## config.mk

```make
export PLATFORM = sky130hd
export DESIGN_NAME = rsim_top
export DESIGN_NICKNAME = d
export VERILOG_FILES = /design/src/verilog/rsim_pkg.sv /design/src/verilog/rsim_top.sv
export SDC_FILE = /design/constraint.sdc
export NUM_CORES = 1
export LEC_CHECK = 0
export BUFFER_PORTS_ARGS = -buffer_cell sky130_fd_sc_hd__buf_2
export CORE_MARGIN = 4
export CORE_UTILIZATION = 40
export CTS_BUF_LIST = sky130_fd_sc_hd__clkbuf_16
export CTS_CLUSTER_DIAMETER = 200
export CTS_CLUSTER_SIZE = 28
export DETAILED_ROUTE_END_ITERATION = 12
export GPL_ROUTABILITY_DRIVEN = 0
export GPL_TIMING_DRIVEN = 0
export PLACE_DENSITY = 0.62
export SLEW_MARGIN = 40
export SYNTH_ARGS = -nofsm -noshare
export SYNTH_HDL_FRONTEND = slang
export SYNTH_SLANG_ARGS = --single-unit
export TNS_END_PERCENT = 20
```

## constraint.sdc

```tcl
create_clock -name aclk -period 5.6 [get_ports aclk]
set_input_delay 0.56 -clock aclk [delete_from_list [all_inputs] [get_ports aclk]]
set_output_delay 0.56 -clock aclk [all_outputs]
set_load 0.05 [all_outputs]
```

## src/verilog/rsim_pkg.sv

```systemverilog
// Package for the resolver encoder-simulation and freeze block.
// Assumes a 10 MHz aclk and an AXI4-Lite register bus with 32-bit data.
package rsim_pkg;

	// ****************************************
	// Timing
	// ****************************************
	localparam int CLK_PERIOD_NS = 100;
	localparam int UPDATE_MS = 4;
	localparam int UPDATE_CYCLES = UPDATE_MS * 1000000 / CLK_PERIOD_NS;
	localparam longint FAN_HOLD_S = 10;
	localparam longint FAN_HOLD_CYCLES =
		(FAN_HOLD_S * 64'd1000000000 + CLK_PERIOD_NS - 1) / CLK_PERIOD_NS;

	// ****************************************
	// Register byte offsets
	// ****************************************
	localparam logic [7:0] OFS_CFG = 8'h00;
	localparam logic [7:0] OFS_RATIO = 8'h04;
	localparam logic [7:0] OFS_POS = 8'h08;
	localparam logic [7:0] OFS_DUP_REV = 8'h0C;
	localparam logic [7:0] OFS_DUP_FRAC = 8'h10;
	localparam logic [7:0] OFS_CAP_REV = 8'h14;
	localparam logic [7:0] OFS_CAP_FRAC = 8'h18;
	localparam logic [7:0] OFS_CAP_FLAG = 8'h1C;
	localparam logic [7:0] OFS_READY = 8'h20;
	localparam logic [7:0] OFS_HOLD = 8'h24;
	localparam logic [7:0] OFS_FAULT = 8'h28;

	// ****************************************
	// Field encodings and values
	// ****************************************
	localparam logic [1:0] SRC_RESOLVER = 2'h1;
	localparam logic [1:0] SRC_ENCODER = 2'h2;
	localparam logic [1:0] RES_14 = 2'h0;
	localparam logic [1:0] RES_12 = 2'h1;
	localparam logic [1:0] RES_10 = 2'h2;
	localparam logic [3:0] POLES_2 = 4'h0;
	// Ratio thresholds in units of 1/10000
	localparam logic [15:0] RATIO_T32 = 16'h0138;
	localparam logic [15:0] RATIO_T16 = 16'h0271;
	localparam logic [15:0] RATIO_T8 = 16'h04E2;
	localparam logic [15:0] RATIO_T4 = 16'h09C4;
	localparam logic [15:0] RATIO_T2 = 16'h1388;
	localparam logic [15:0] RATIO_RESET = 16'h2710;
	localparam logic [2:0] NMOD_RESET = 3'h1;
	localparam logic [7:0] FAULT_OVERTEMP = 8'h4A;
	localparam logic [1:0] RESP_OKAY = 2'h0;
	localparam logic [1:0] RESP_SLVERR = 2'h2;

	// ****************************************
	// Block state
	// ****************************************
	typedef struct packed {
		logic aw_got;
		logic [7:0] aw_addr;
		logic w_got;
		logic [31:0] w_data;
		logic [3:0] w_strb;
		logic bvalid;
		logic [1:0] bresp;
		logic rvalid;
		logic [31:0] rdata;
		logic [1:0] rresp;
		logic [1:0] src;
		logic [1:0] res_sel;
		logic [3:0] poles;
		logic [2:0] nmod;
		logic [15:0] ratio;
		logic hold;
		logic [15:0] res_q;
		logic [15:0] frac;
		logic [15:0] rev;
		logic [15:0] cap_frac;
		logic [15:0] cap_rev;
		logic cap_flag;
		logic trig_q;
		logic ready;
		logic [7:0] fault;
		logic fan_full;
		logic [26:0] fan_cnt;
		logic [15:0] unit_cnt;
		logic [2:0] mod_cnt;
		logic sim_a;
		logic sim_b;
		logic sim_z;
	} rsim_state_t;

	localparam rsim_state_t ST_RESET = '{ratio: RATIO_RESET, nmod: NMOD_RESET, default: '0};

endpackage

```

## src/verilog/rsim_top.sv

```systemverilog
// Resolver feedback logic: simulated encoder output, position tracking,
// freeze capture, feedback-ready flag, fault status and over-temperature.
// Assumes resolver angle and temperature levels arrive already digitised
// and synchronous to aclk; registers are reached over AXI4-Lite.
// Summary of operation
// Resolver source selected: simulated encoder follows resolver position via divider.
// At 14 bits, ratio maps to dividers 1/32 through 1 by thresholds.
// 12-bit resolution floors divider at 1/8; 10-bit uses 1/2 or 1.
// Marker output is high while resolver position is zero.
// Encoder source selected: drive encoder A, B, Z pass straight through.
// Pass-through applies no scaling and ignores the ratio.
// Any other source holds simulated outputs inactive.
// Duplicate revolution and fraction values always mirror the primary ones.
// Freeze and position refresh once per 4 ms times module count.
// Freeze trigger comes from another module, not a pin of ours.
// Freeze event with flag clear copies position and sets flag.
// Flag must be cleared by software; further events ignored while set.
// Freeze capture works only with a 2-pole resolver setting.
// Feedback-ready flag starts 0, goes 1 on valid feedback, stays.
// Hold bit set freezes primary revolution count and position.
// Fault writes nonzero reason code and raises slot error trip.
// Drive reset clears the fault reason to zero.
// Above 90 C fan forced full for at least 10 s.
// Above 100 C drive trips with reason code 74.
// Position reads as revolutions in 31:16, fraction in 15:0.
// Revolution counter is a 16-bit wrapping up/down counter.
// Freeze event is a trigger rising edge sampled per update period.
// Quadrature A/B change one at a time, order follows direction.
//
// Chosen here: the AXI4-Lite interface to the registers and the address map.
`timescale 1ns/1ps

module rsim_top #(
	parameter int unsigned UPD_CYCLES = rsim_pkg::UPDATE_CYCLES,
	parameter longint FAN_CYCLES = rsim_pkg::FAN_HOLD_CYCLES
) (
	// Clock and reset
	input wire logic aclk,
	input wire logic aresetn,
	// AXI4-Lite write address and data
	input wire logic [7:0] s_axi_awaddr,
	input wire logic s_axi_awvalid,
	output logic s_axi_awready,
	input wire logic [31:0] s_axi_wdata,
	input wire logic [3:0] s_axi_wstrb,
	input wire logic s_axi_wvalid,
	output logic s_axi_wready,
	// AXI4-Lite write response
	output logic [1:0] s_axi_bresp,
	output logic s_axi_bvalid,
	input wire logic s_axi_bready,
	// AXI4-Lite read
	input wire logic [7:0] s_axi_araddr,
	input wire logic s_axi_arvalid,
	output logic s_axi_arready,
	output logic [31:0] s_axi_rdata,
	output logic [1:0] s_axi_rresp,
	output logic s_axi_rvalid,
	input wire logic s_axi_rready,
	// Resolver position
	input wire logic [15:0] resolver_angle,
	input wire logic resolver_valid,
	// Drive encoder port and freeze trigger
	input wire logic enc_a,
	input wire logic enc_b,
	input wire logic enc_z,
	input wire logic freeze_trig,
	// Drive and temperature
	input wire logic drive_reset,
	input wire logic temp_over_90,
	input wire logic temp_over_100,
	// Simulated encoder and alarms
	output logic sim_a,
	output logic sim_b,
	output logic sim_z,
	output logic fan_full,
	output logic slot_error_trip
);

	// ****************************************
	// State
	// ****************************************
	rsim_pkg::rsim_state_t st_reg;
	rsim_pkg::rsim_state_t st_next;
	logic tick;
	logic [15:0] res_mask;
	logic [2:0] shift;
	logic [13:0] sim_cnt;
	logic [15:0] step;
	logic [31:0] rd;
	logic wr_do;

	// Handshake readies are combinational from state
	assign s_axi_awready = !st_reg.aw_got && !st_reg.bvalid;
	assign s_axi_wready = !st_reg.w_got && !st_reg.bvalid;
	assign s_axi_arready = !st_reg.rvalid;
	assign s_axi_bvalid = st_reg.bvalid;
	assign s_axi_bresp = st_reg.bresp;
	assign s_axi_rvalid = st_reg.rvalid;
	assign s_axi_rdata = st_reg.rdata;
	assign s_axi_rresp = st_reg.rresp;
	assign sim_a = st_reg.sim_a;
	assign sim_b = st_reg.sim_b;
	assign sim_z = st_reg.sim_z;
	assign fan_full = st_reg.fan_full;
	assign slot_error_trip = st_reg.fault != 8'h00;

	// Update period ends when every installed module has had its slot
	assign tick = (st_reg.unit_cnt == 16'(UPD_CYCLES - 1)) &&
		(st_reg.mod_cnt + 3'h1 >= st_reg.nmod);

	// ****************************************
	// Read data selection
	// ****************************************
	always_comb begin
		rd = 32'h0000_0000;
		if (s_axi_araddr == rsim_pkg::OFS_CFG) begin
			rd = {21'h0, st_reg.nmod, st_reg.poles, st_reg.res_sel, st_reg.src};
		end else if (s_axi_araddr == rsim_pkg::OFS_RATIO) begin
			rd = {16'h0, st_reg.ratio};
		end else if (s_axi_araddr == rsim_pkg::OFS_POS) begin
			rd = {st_reg.rev, st_reg.frac};
		end else if (s_axi_araddr == rsim_pkg::OFS_DUP_REV) begin
			rd = {16'h0, st_reg.rev};
		end else if (s_axi_araddr == rsim_pkg::OFS_DUP_FRAC) begin
			rd = {16'h0, st_reg.frac};
		end else if (s_axi_araddr == rsim_pkg::OFS_CAP_REV) begin
			rd = {16'h0, st_reg.cap_rev};
		end else if (s_axi_araddr == rsim_pkg::OFS_CAP_FRAC) begin
			rd = {16'h0, st_reg.cap_frac};
		end else if (s_axi_araddr == rsim_pkg::OFS_CAP_FLAG) begin
			rd = {31'h0, st_reg.cap_flag};
		end else if (s_axi_araddr == rsim_pkg::OFS_READY) begin
			rd = {31'h0, st_reg.ready};
		end else if (s_axi_araddr == rsim_pkg::OFS_HOLD) begin
			rd = {31'h0, st_reg.hold};
		end else if (s_axi_araddr == rsim_pkg::OFS_FAULT) begin
			rd = {24'h0, st_reg.fault};
		end
	end

	// ****************************************
	// Divider selection and quadrature
	// ****************************************
	// Low-resolution modes drop the lower angle bits, so the masked
	// angle is what both the marker and the counters see.
	always_comb begin
		res_mask = 16'hFFFC;
		if (st_reg.res_sel == rsim_pkg::RES_12) begin
			res_mask = 16'hFFF0;
		end else if (st_reg.res_sel == rsim_pkg::RES_10) begin
			res_mask = 16'hFFC0;
		end
		if (st_reg.ratio <= rsim_pkg::RATIO_T32) begin
			shift = 3'h5;
		end else if (st_reg.ratio <= rsim_pkg::RATIO_T16) begin
			shift = 3'h4;
		end else if (st_reg.ratio <= rsim_pkg::RATIO_T8) begin
			shift = 3'h3;
		end else if (st_reg.ratio <= rsim_pkg::RATIO_T4) begin
			shift = 3'h2;
		end else if (st_reg.ratio <= rsim_pkg::RATIO_T2) begin
			shift = 3'h1;
		end else begin
			shift = 3'h0;
		end
		// Coarser resolvers cannot support the finest dividers
		if (st_reg.res_sel == rsim_pkg::RES_12 && shift > 3'h3) begin
			shift = 3'h3;
		end else if (st_reg.res_sel == rsim_pkg::RES_10 && shift != 3'h0) begin
			shift = 3'h1;
		end
		sim_cnt = st_reg.res_q[15:2] >> shift;
	end

	// ****************************************
	// Next-state logic
	// ****************************************
	always_comb begin
		st_next = st_reg;
		wr_do = st_reg.aw_got && st_reg.w_got;
		step = 16'h0000;

		// Bus: capture address and data in either order
		if (s_axi_awvalid && s_axi_awready) begin
			st_next.aw_got = 1'b1;
			st_next.aw_addr = s_axi_awaddr;
		end
		if (s_axi_wvalid && s_axi_wready) begin
			st_next.w_got = 1'b1;
			st_next.w_data = s_axi_wdata;
			st_next.w_strb = s_axi_wstrb;
		end
		if (st_reg.bvalid && s_axi_bready) begin
			st_next.bvalid = 1'b0;
		end
		if (s_axi_arvalid && s_axi_arready) begin
			st_next.rvalid = 1'b1;
			st_next.rdata = rd;
			st_next.rresp = rsim_pkg::RESP_OKAY;
			if (s_axi_araddr > rsim_pkg::OFS_FAULT || s_axi_araddr[1:0] != 2'h0) begin
				st_next.rresp = rsim_pkg::RESP_SLVERR;
			end
		end else if (st_reg.rvalid && s_axi_rready) begin
			st_next.rvalid = 1'b0;
		end

		// Register write once both halves are in
		if (wr_do) begin
			st_next.aw_got = 1'b0;
			st_next.w_got = 1'b0;
			st_next.bvalid = 1'b1;
			st_next.bresp = rsim_pkg::RESP_OKAY;
			if (st_reg.aw_addr == rsim_pkg::OFS_CFG) begin
				if (st_reg.w_strb[0]) begin
					st_next.src = st_reg.w_data[1:0];
					st_next.res_sel = st_reg.w_data[3:2];
					st_next.poles = st_reg.w_data[7:4];
				end
				if (st_reg.w_strb[1]) begin
					st_next.nmod = st_reg.w_data[10:8];
				end
			end else if (st_reg.aw_addr == rsim_pkg::OFS_RATIO) begin
				if (st_reg.w_strb[0]) begin
					st_next.ratio[7:0] = st_reg.w_data[7:0];
				end
				if (st_reg.w_strb[1]) begin
					st_next.ratio[15:8] = st_reg.w_data[15:8];
				end
			end else if (st_reg.aw_addr == rsim_pkg::OFS_CAP_FLAG) begin
				if (st_reg.w_strb[0]) begin
					st_next.cap_flag = st_reg.w_data[0];
				end
			end else if (st_reg.aw_addr == rsim_pkg::OFS_HOLD) begin
				if (st_reg.w_strb[0]) begin
					st_next.hold = st_reg.w_data[0];
				end
			end else if (st_reg.aw_addr < rsim_pkg::OFS_HOLD + 8'h08
				&& st_reg.aw_addr[1:0] == 2'h0) begin
				st_next.bresp = rsim_pkg::RESP_OKAY; // Read-only: write ignored
			end else begin
				st_next.bresp = rsim_pkg::RESP_SLVERR;
			end
		end

		// Update period counters; zero modules is treated as one
		st_next.unit_cnt = st_reg.unit_cnt + 16'h0001;
		if (st_reg.unit_cnt == 16'(UPD_CYCLES - 1)) begin
			st_next.unit_cnt = 16'h0000;
			st_next.mod_cnt = tick ? 3'h0 : st_reg.mod_cnt + 3'h1;
		end

		// Resolver angle sampled every cycle; feedback ready is sticky
		st_next.res_q = resolver_angle & res_mask;
		if (resolver_valid) begin
			st_next.ready = 1'b1;
		end

		if (tick) begin
			// One trigger sample per period, so one capture at most
			st_next.trig_q = freeze_trig; // see
			if (freeze_trig && !st_reg.trig_q && !st_reg.cap_flag
				&& st_reg.poles == rsim_pkg::POLES_2) begin
				st_next.cap_rev = st_reg.rev;
				st_next.cap_frac = st_reg.frac;
				st_next.cap_flag = 1'b1; // Set wins over a same-cycle clear
			end
			// Signed step decides wrap direction across a revolution
			step = st_reg.res_q - st_reg.frac;
			if (!st_reg.hold) begin
				st_next.frac = st_reg.res_q;
				if (!step[15] && step != 16'h0000 && st_reg.res_q < st_reg.frac) begin
					st_next.rev = st_reg.rev + 16'h0001;
				end else if (step[15] && st_reg.res_q > st_reg.frac) begin
					st_next.rev = st_reg.rev - 16'h0001;
				end
			end
		end

		// Fault: over-temperature load wins over a drive reset
		if (drive_reset) begin
			st_next.fault = 8'h00;
		end
		if (temp_over_100) begin
			st_next.fault = rsim_pkg::FAULT_OVERTEMP; // see
		end

		// Fan: retrigger while hot, release after the minimum hold
		if (temp_over_90) begin
			st_next.fan_full = 1'b1;
			st_next.fan_cnt = 27'(FAN_CYCLES - 1);
		end else if (st_reg.fan_cnt != 27'h0) begin
			st_next.fan_cnt = st_reg.fan_cnt - 27'h1;
		end else begin
			st_next.fan_full = 1'b0;
		end

		// Simulated encoder outputs, registered
		st_next.sim_a = 1'b0;
		st_next.sim_b = 1'b0;
		st_next.sim_z = 1'b0;
		if (st_reg.src == rsim_pkg::SRC_RESOLVER) begin
			st_next.sim_a = sim_cnt[1];
			st_next.sim_b = sim_cnt[1] ^ sim_cnt[0];
			st_next.sim_z = st_reg.res_q == 16'h0000;
		end else if (st_reg.src == rsim_pkg::SRC_ENCODER) begin
			st_next.sim_a = enc_a; // see
			st_next.sim_b = enc_b;
			st_next.sim_z = enc_z;
		end
	end

	// State register
	always_ff @(posedge aclk) begin
		if (!aresetn) begin
			st_reg <= rsim_pkg::ST_RESET;
		end else begin
			st_reg <= st_next;
		end
	end
endmodule

```

* Word level (Yosys, flattened, before mapping)
Cells that the tools add are included.
Storage, ports and cells: bits in registers 230, latch bits 0, bits in writable memories 0, memory bits (read-only) 0, input port bits 83, output and inout bits 46, logic and storage cells 177, memories kept 0
Operators by class: add/sub/neg operators 6, $mul 0, divide/modulo/power cells 0, $lt $le $gt $ge 11, equal/unequal tests 19, shifts and indexed selects 1, muxes and demuxes 47, bitwise logic cells 7, reductions and logical operators 52
Operator list (count):
- $mux 16 | 6
- $mux 32 | 3
- $mux 7 | 6
- $eq 8x5->1 const B | 5
- $add 16x1->16 const B | 2
- $eq 8x6->1 const B | 4
- $mux 28 | 1
- $mux 27 | 1
- $reduce_bool 27->1 | 1
- $sub 27x1->27 const B | 1
- $mux 3 | 8
- $logic_and 1x1->1 | 18
- $mux 2 | 9
- $and 16x16->16 | 1
- $eq 16x16->1 const B | 1
- $eq 8x3->1 const B | 2
- $eq 8x4->1 const B | 2
- $gt 16x16->1 | 1
- $le 16x10->1 const B | 1
- $le 16x11->1 const B | 1
- $le 16x12->1 const B | 1
- $le 16x13->1 const B | 1
- $le 16x9->1 const B | 1
- $logic_not 16->1 | 1
- other kinds (30) | 65

* Longest topological paths before layout
depth after elaboration 13, gate-level depth with buffers 20, gate-level depth less buffers 20

* Worst setup path after synthesis
OpenSTA, ideal clock, no wires.
path type reg2reg, start reg st_reg[119] in the netlist's numbering, end reg st_reg[108] in the netlist's numbering, library setup time 0.126 ns, arrival time 4.581 ns, required time 5.474 ns, setup slack 0.893 ns, stages on the path, launching flop included 21, path buffers 1, period minus slack after synthesis 4.707 ns, cell sequence dfxtp_1 > inv_1 > ha_1 > buf_2 > a21oi_1 > o21ai_0 > or3_1 > o221ai_1 > nand2_1 > xnor2_1 > nand3_1 > ha_1 > and2_1 > a31o_2 > a311oi_1 > o21ai_0 > a21o_1 > a31oi_1 > o21a_1 > nand4b_1 > nand4_1
On the way: longest elaborated chain between the ends 6, elaborated cells between the ends (all ways) 11, classes of those cells add/sub: 1; order compare: 2; mux: 1; reduce/logical: 7
Ends and longest elaborated chain:
- from (decl) | line rsim_top.sv:83 | rsim_pkg::rsim_state_t st_reg;
- from (signal assigned) | line rsim_top.sv:316 | st_reg <= rsim_pkg::ST_RESET;
- from (signal assigned) | line rsim_top.sv:318 | st_reg <= st_next;
- $sub 16x16->16 | line rsim_top.sv:269 | step = st_reg.res_q - st_reg.frac;
- $reduce_bool 16->1 / $logic_not 1->1 (equally long branches) | line rsim_top.sv:272 | if (!step[15] && step != 16'h0000 && st_reg.res_q < st_reg.frac) begin
- $logic_and 1x1->1 (2 in a row) | line rsim_top.sv:272
- $reduce_bool 2->1 (no line)
- $reduce_and 3->1 (no line)
Several ways; a longest one is shown, not always the timed one. A chain may end at the register's enable or synchronous reset.

* Final worst setup path
start reg st_reg[127] in the netlist's numbering, end reg st_reg[108] in the netlist's numbering
Same word-level chain as after synthesis.

==> impl_metrics.csv <==
group,metric,value,unit
sta,maxSlewHeadroom,44.5,%
sta,timing.setup.tns,0,ns
worst_setup_path,critPathLaunchType,"flop",
clock_network,clkTransAtPathRegs,0.11,ns
sta,maximum_achievable_frequency,197,MHz
drt,num_vias,9904,
worst_setup_path,r2r_setup_slack,0.52,ns
logic_synthesis,post_synth.cell_area_avg,8.28,µm²
min_path,whs_path_depth,2,
sta,worst-slew-pin-transition,0.833,ns
cells_and_area,finalCoreUtilization,45.7,%
logic_synthesis,ys_warn_count,0,
grt,globalRoute.totalOverflow,0,
floorplan,die_height,174,µm
grt,grt_first_pass_wirelength,51.4,mm
logic_synthesis,synth.lib_cells_used.distinct,85,
grt,grt_pass1_vias,9395,
clock_network,cts_hold_buffers,0,
floorplan,floorplan.initialDensity,40.8,%
worst_setup_path,crit_required,5.96,ns
worst_setup_path,cp_endpoint_kind,"flop",
grt,grt_max_degree,29,
sta,finClkSkew,0.0133,ns
floorplan,io_pins,129,
logic_synthesis,cells_after_synth,1335,
logic_synthesis,synth_enable_flop_cells,0,
floorplan,design.die.area,0.0304,mm²
drt,antenna_violating_nets_post_route,0,
clock_network,tritoncts,"built",
sta,report.final.hold_viol_count,0,
place,place.port_buffers,104,
clock_network,cts_post_setup_buffers_inserted,0,
cells_and_area,final-instance-count-excl-fill,1824,
logic_synthesis,synth-seq-area-share,39.8,%
logic_synthesis,yosys_most_used_dff,"sky130_fd_sc_hd__dfxtp_1",
drt,detailedRoute.firstIterationViolations,1025,
clock_network,cts_max_path_buffers,3,
sta,finalWorstPathRequiredPeriod,5.08,ns
clock_network,cts_root_buf,"sky130_fd_sc_hd__clkbuf_16",
cells_and_area,synthToLayoutAreaGrowth,12.1,%
power,irDropWorstVdd,0.169,mV
grt,grtUsageTotal,20.6,%
min_path,hold_path.class,"in -> reg",
cells_and_area,final_cell_area,0.0124,mm²
place,dp.final_hpwl,24.5,mm
logic_synthesis,async_flop_share,0,%
clock_network,cts.sinks,220,
cells_and_area,drive_above_1_share,12.8,%
place,dpl_cell_area,0.0120,mm²
power,cellLeakagePower,0.00506,µW
cells_and_area,design.final.nets,1574,
cells_and_area,antennaDiodeCount,0,
worst_setup_path,worst_r2r_path_depth,20,
cells_and_area,flip_flop_count_of_the_largest_register_after_layout,180,
drt,routed_wire_per_std_cell,17.8,µm
clock_network,htreeDepth,1,
power,total_power,2980,µW
status,status,"finished clean",
sta,report.final.slew_viol_count,0,
sta,final_min_period_over_clock_period,90.7,%
clock_network,numCtsBuffers,11,
place,placedCellCount,1812,
job,drv.max_cap_violation_count,0,
power,power_per_cell_area,240,mW/mm²
sta,setup_repair_after_global_routing_missed_its_margin,"false",
worst_setup_path,critPathKind,"reg -> reg",
drt,sum_of_routed_wire_length_over_all_layers,32.5,mm
logic_synthesis,ys_ff_latch,220,
sta,finalSetupViolCount,0,
drt,drc_viols,0,
floorplan,chipWidth,174,µm
drt,post_drt_via_cell_ratio,5.43,
worst_setup_path,crit_path_max_fanout,15,
worst_setup_path,critical_path_arrival,5.44,ns
clock_network,clk_latency_worst_skew_pair,0.48,ns
logic_synthesis,mappedNetlistArea,0.0111,mm²
floorplan,core_area,0.0271,mm²
drt,drt_pre_antenna_iters,6,
floorplan,floorplan.rows,60,
grt,grt_antenna_before_repair,2,
==> critical path, stage by stage (launching register included) <==
cell	delay, ns
sky130_fd_sc_hd__dfxtp_1	0.38
sky130_fd_sc_hd__inv_1	0.09
sky130_fd_sc_hd__ha_1	0.22
sky130_fd_sc_hd__fa_1	0.42
sky130_fd_sc_hd__xnor2_1	0.18
sky130_fd_sc_hd__a221oi_2	0.18
sky130_fd_sc_hd__o2111a_1	0.24
sky130_fd_sc_hd__o311a_2	0.17
sky130_fd_sc_hd__o2111ai_1	0.17
sky130_fd_sc_hd__or4_4	0.58
sky130_fd_sc_hd__nand3_4	0.20
sky130_fd_sc_hd__ha_1	0.29
sky130_fd_sc_hd__a211oi_1	0.31
sky130_fd_sc_hd__o21ai_1	0.17
sky130_fd_sc_hd__a311oi_2	0.28
sky130_fd_sc_hd__o21ai_0	0.14
sky130_fd_sc_hd__a21o_1	0.21
sky130_fd_sc_hd__a31oi_1	0.27
sky130_fd_sc_hd__o21a_1	0.25
sky130_fd_sc_hd__nand4b_1	0.13
sky130_fd_sc_hd__nand4_1	0.08
==> placed cells by master, fill, tap and decap left out, types with 7 or more instances in the layout <==
cell type | synthesis | routed
sky130_fd_sc_hd__o21ai_0 | 49 | 48
sky130_fd_sc_hd__a31oi_1 | 10 | 10
sky130_fd_sc_hd__xor2_1 | 24 | 24
sky130_fd_sc_hd__inv_1 | 35 | 35
sky130_fd_sc_hd__a21boi_0 | 9 | 9
sky130_fd_sc_hd__clkbuf_1 | 54 | 53
sky130_fd_sc_hd__nor4_1 | 18 | 18
sky130_fd_sc_hd__buf_2 | 1 | 105
sky130_fd_sc_hd__nand4_1 | 14 | 14
sky130_fd_sc_hd__mux2i_1 | 53 | 53
sky130_fd_sc_hd__a211oi_1 | 8 | 8
sky130_fd_sc_hd__or3_1 | 8 | 8
sky130_fd_sc_hd__a21oi_1 | 144 | 144
sky130_fd_sc_hd__a22oi_1 | 27 | 27
sky130_fd_sc_hd__a21o_1 | 9 | 9
sky130_fd_sc_hd__nor3_1 | 21 | 21
sky130_fd_sc_hd__buf_4 | 36 | 36
sky130_fd_sc_hd__o22ai_1 | 7 | 7
sky130_fd_sc_hd__and2_1 | 14 | 14
sky130_fd_sc_hd__ha_1 | 36 | 36
sky130_fd_sc_hd__or4_1 | 7 | 7
sky130_fd_sc_hd__and3_1 | 14 | 14
sky130_fd_sc_hd__nor2b_1 | 15 | 15
sky130_fd_sc_hd__dfxtp_1 | 220 | 220
sky130_fd_sc_hd__nor2_1 | 132 | 132
sky130_fd_sc_hd__xnor2_1 | 32 | 31
sky130_fd_sc_hd__nand2_1 | 197 | 197
sky130_fd_sc_hd__nand2b_1 | 9 | 9
sky130_fd_sc_hd__clkbuf_16 | 0 | 11
sky130_fd_sc_hd__nand3_1 | 28 | 27
==> final timing paths <==
check	from	endpoint
max reg2reg	st_reg[127]	st_reg[108]
min	s_axi_rready	s_axi_rvalid
min reg2reg	st_reg[6]	st_reg[6]
max	st_reg[127]	st_reg[108]
==> synthesized netlist by cell type (10+ instances only) <==
cell type	n	area, µm²
sky130_fd_sc_hd__a21oi_1	144	721
sky130_fd_sc_hd__a22oi_1	27	203
sky130_fd_sc_hd__a31oi_1	10	62.6
sky130_fd_sc_hd__and2_1	14	87.6
sky130_fd_sc_hd__and3_1	14	87.6
sky130_fd_sc_hd__buf_4	36	270
sky130_fd_sc_hd__clkbuf_1	54	203
sky130_fd_sc_hd__dfxtp_1	220	4400
sky130_fd_sc_hd__ha_1	36	450
sky130_fd_sc_hd__inv_1	35	131
sky130_fd_sc_hd__mux2i_1	53	531
sky130_fd_sc_hd__nand2_1	197	739
sky130_fd_sc_hd__nand3_1	28	140
sky130_fd_sc_hd__nand4_1	14	87.6
sky130_fd_sc_hd__nor2_1	132	495
sky130_fd_sc_hd__nor2b_1	15	93.8
sky130_fd_sc_hd__nor3_1	21	105
sky130_fd_sc_hd__nor4_1	18	113
sky130_fd_sc_hd__o21ai_0	49	245
sky130_fd_sc_hd__xnor2_1	32	280
sky130_fd_sc_hd__xor2_1	24	210
==> power by group <==
part | leakage (µW) | internal (µW) | total (µW) | switching, µW
logic | 0.00312 | 152 | 413 | 261
clock network | 0.000150 | 405 | 913 | 508
registers | 0.00179 | 1610 | 1650 | 44.8
total | 0.00506 | 2160 | 2980 | 814
==> through the flow <==
stage	setup WS [ns]	hold WS, ns
floorplan	0.893	0.413
global placement	0.0878	0.426
detailed placement	0.0151	0.443
CTS	0.217	0.243
global route	0.0786	0.253
finish	0.522	0.256
==> logic make-up after synthesis <==
kind of cell | after synthesis | synth area share [%]
AND/OR/NAND/NOR | 505 | 21.2
AO/OA/AOI/OAI | 326 | 18.8
flip-flops | 220 | 39.8
buffers and inverters | 133 | 6.24
XOR/XNOR | 56 | 4.44
multiplexers | 56 | 5.10
adder cells (fa/ha/maj) | 38 | 4.44
other | 1 | 0.0339
==> final cells by class <==
class                           instances  area [µm²]
Fill cell                            2755       14700
Multi-Input combinational cell        983        6000
Sequential cell                       220        4400
Buffer                                 97         556
Timing Repair Buffer                  104         520
Tap cell                              372         465
Clock buffer                           11         275
Inverter                               36         135
Clock inverter                          1        30.0
==> routing by layer <==
layer	vias to the layer above	GRT usage [%]	routed length [µm]
met1	4677	29.4	15100
met5	-	0	20
met4	4	5.51	926
met2	280	31.9	14100
met3	55	4.11	2320
li1	4888	-	-
==> what timing repair did <==
action | in CTS | in global routing
endpoints found under the setup margin | 1 | 3
pin swaps | 0 | 1
resized for setup | 1 | 5
Power figures use the tool's default switching activity.
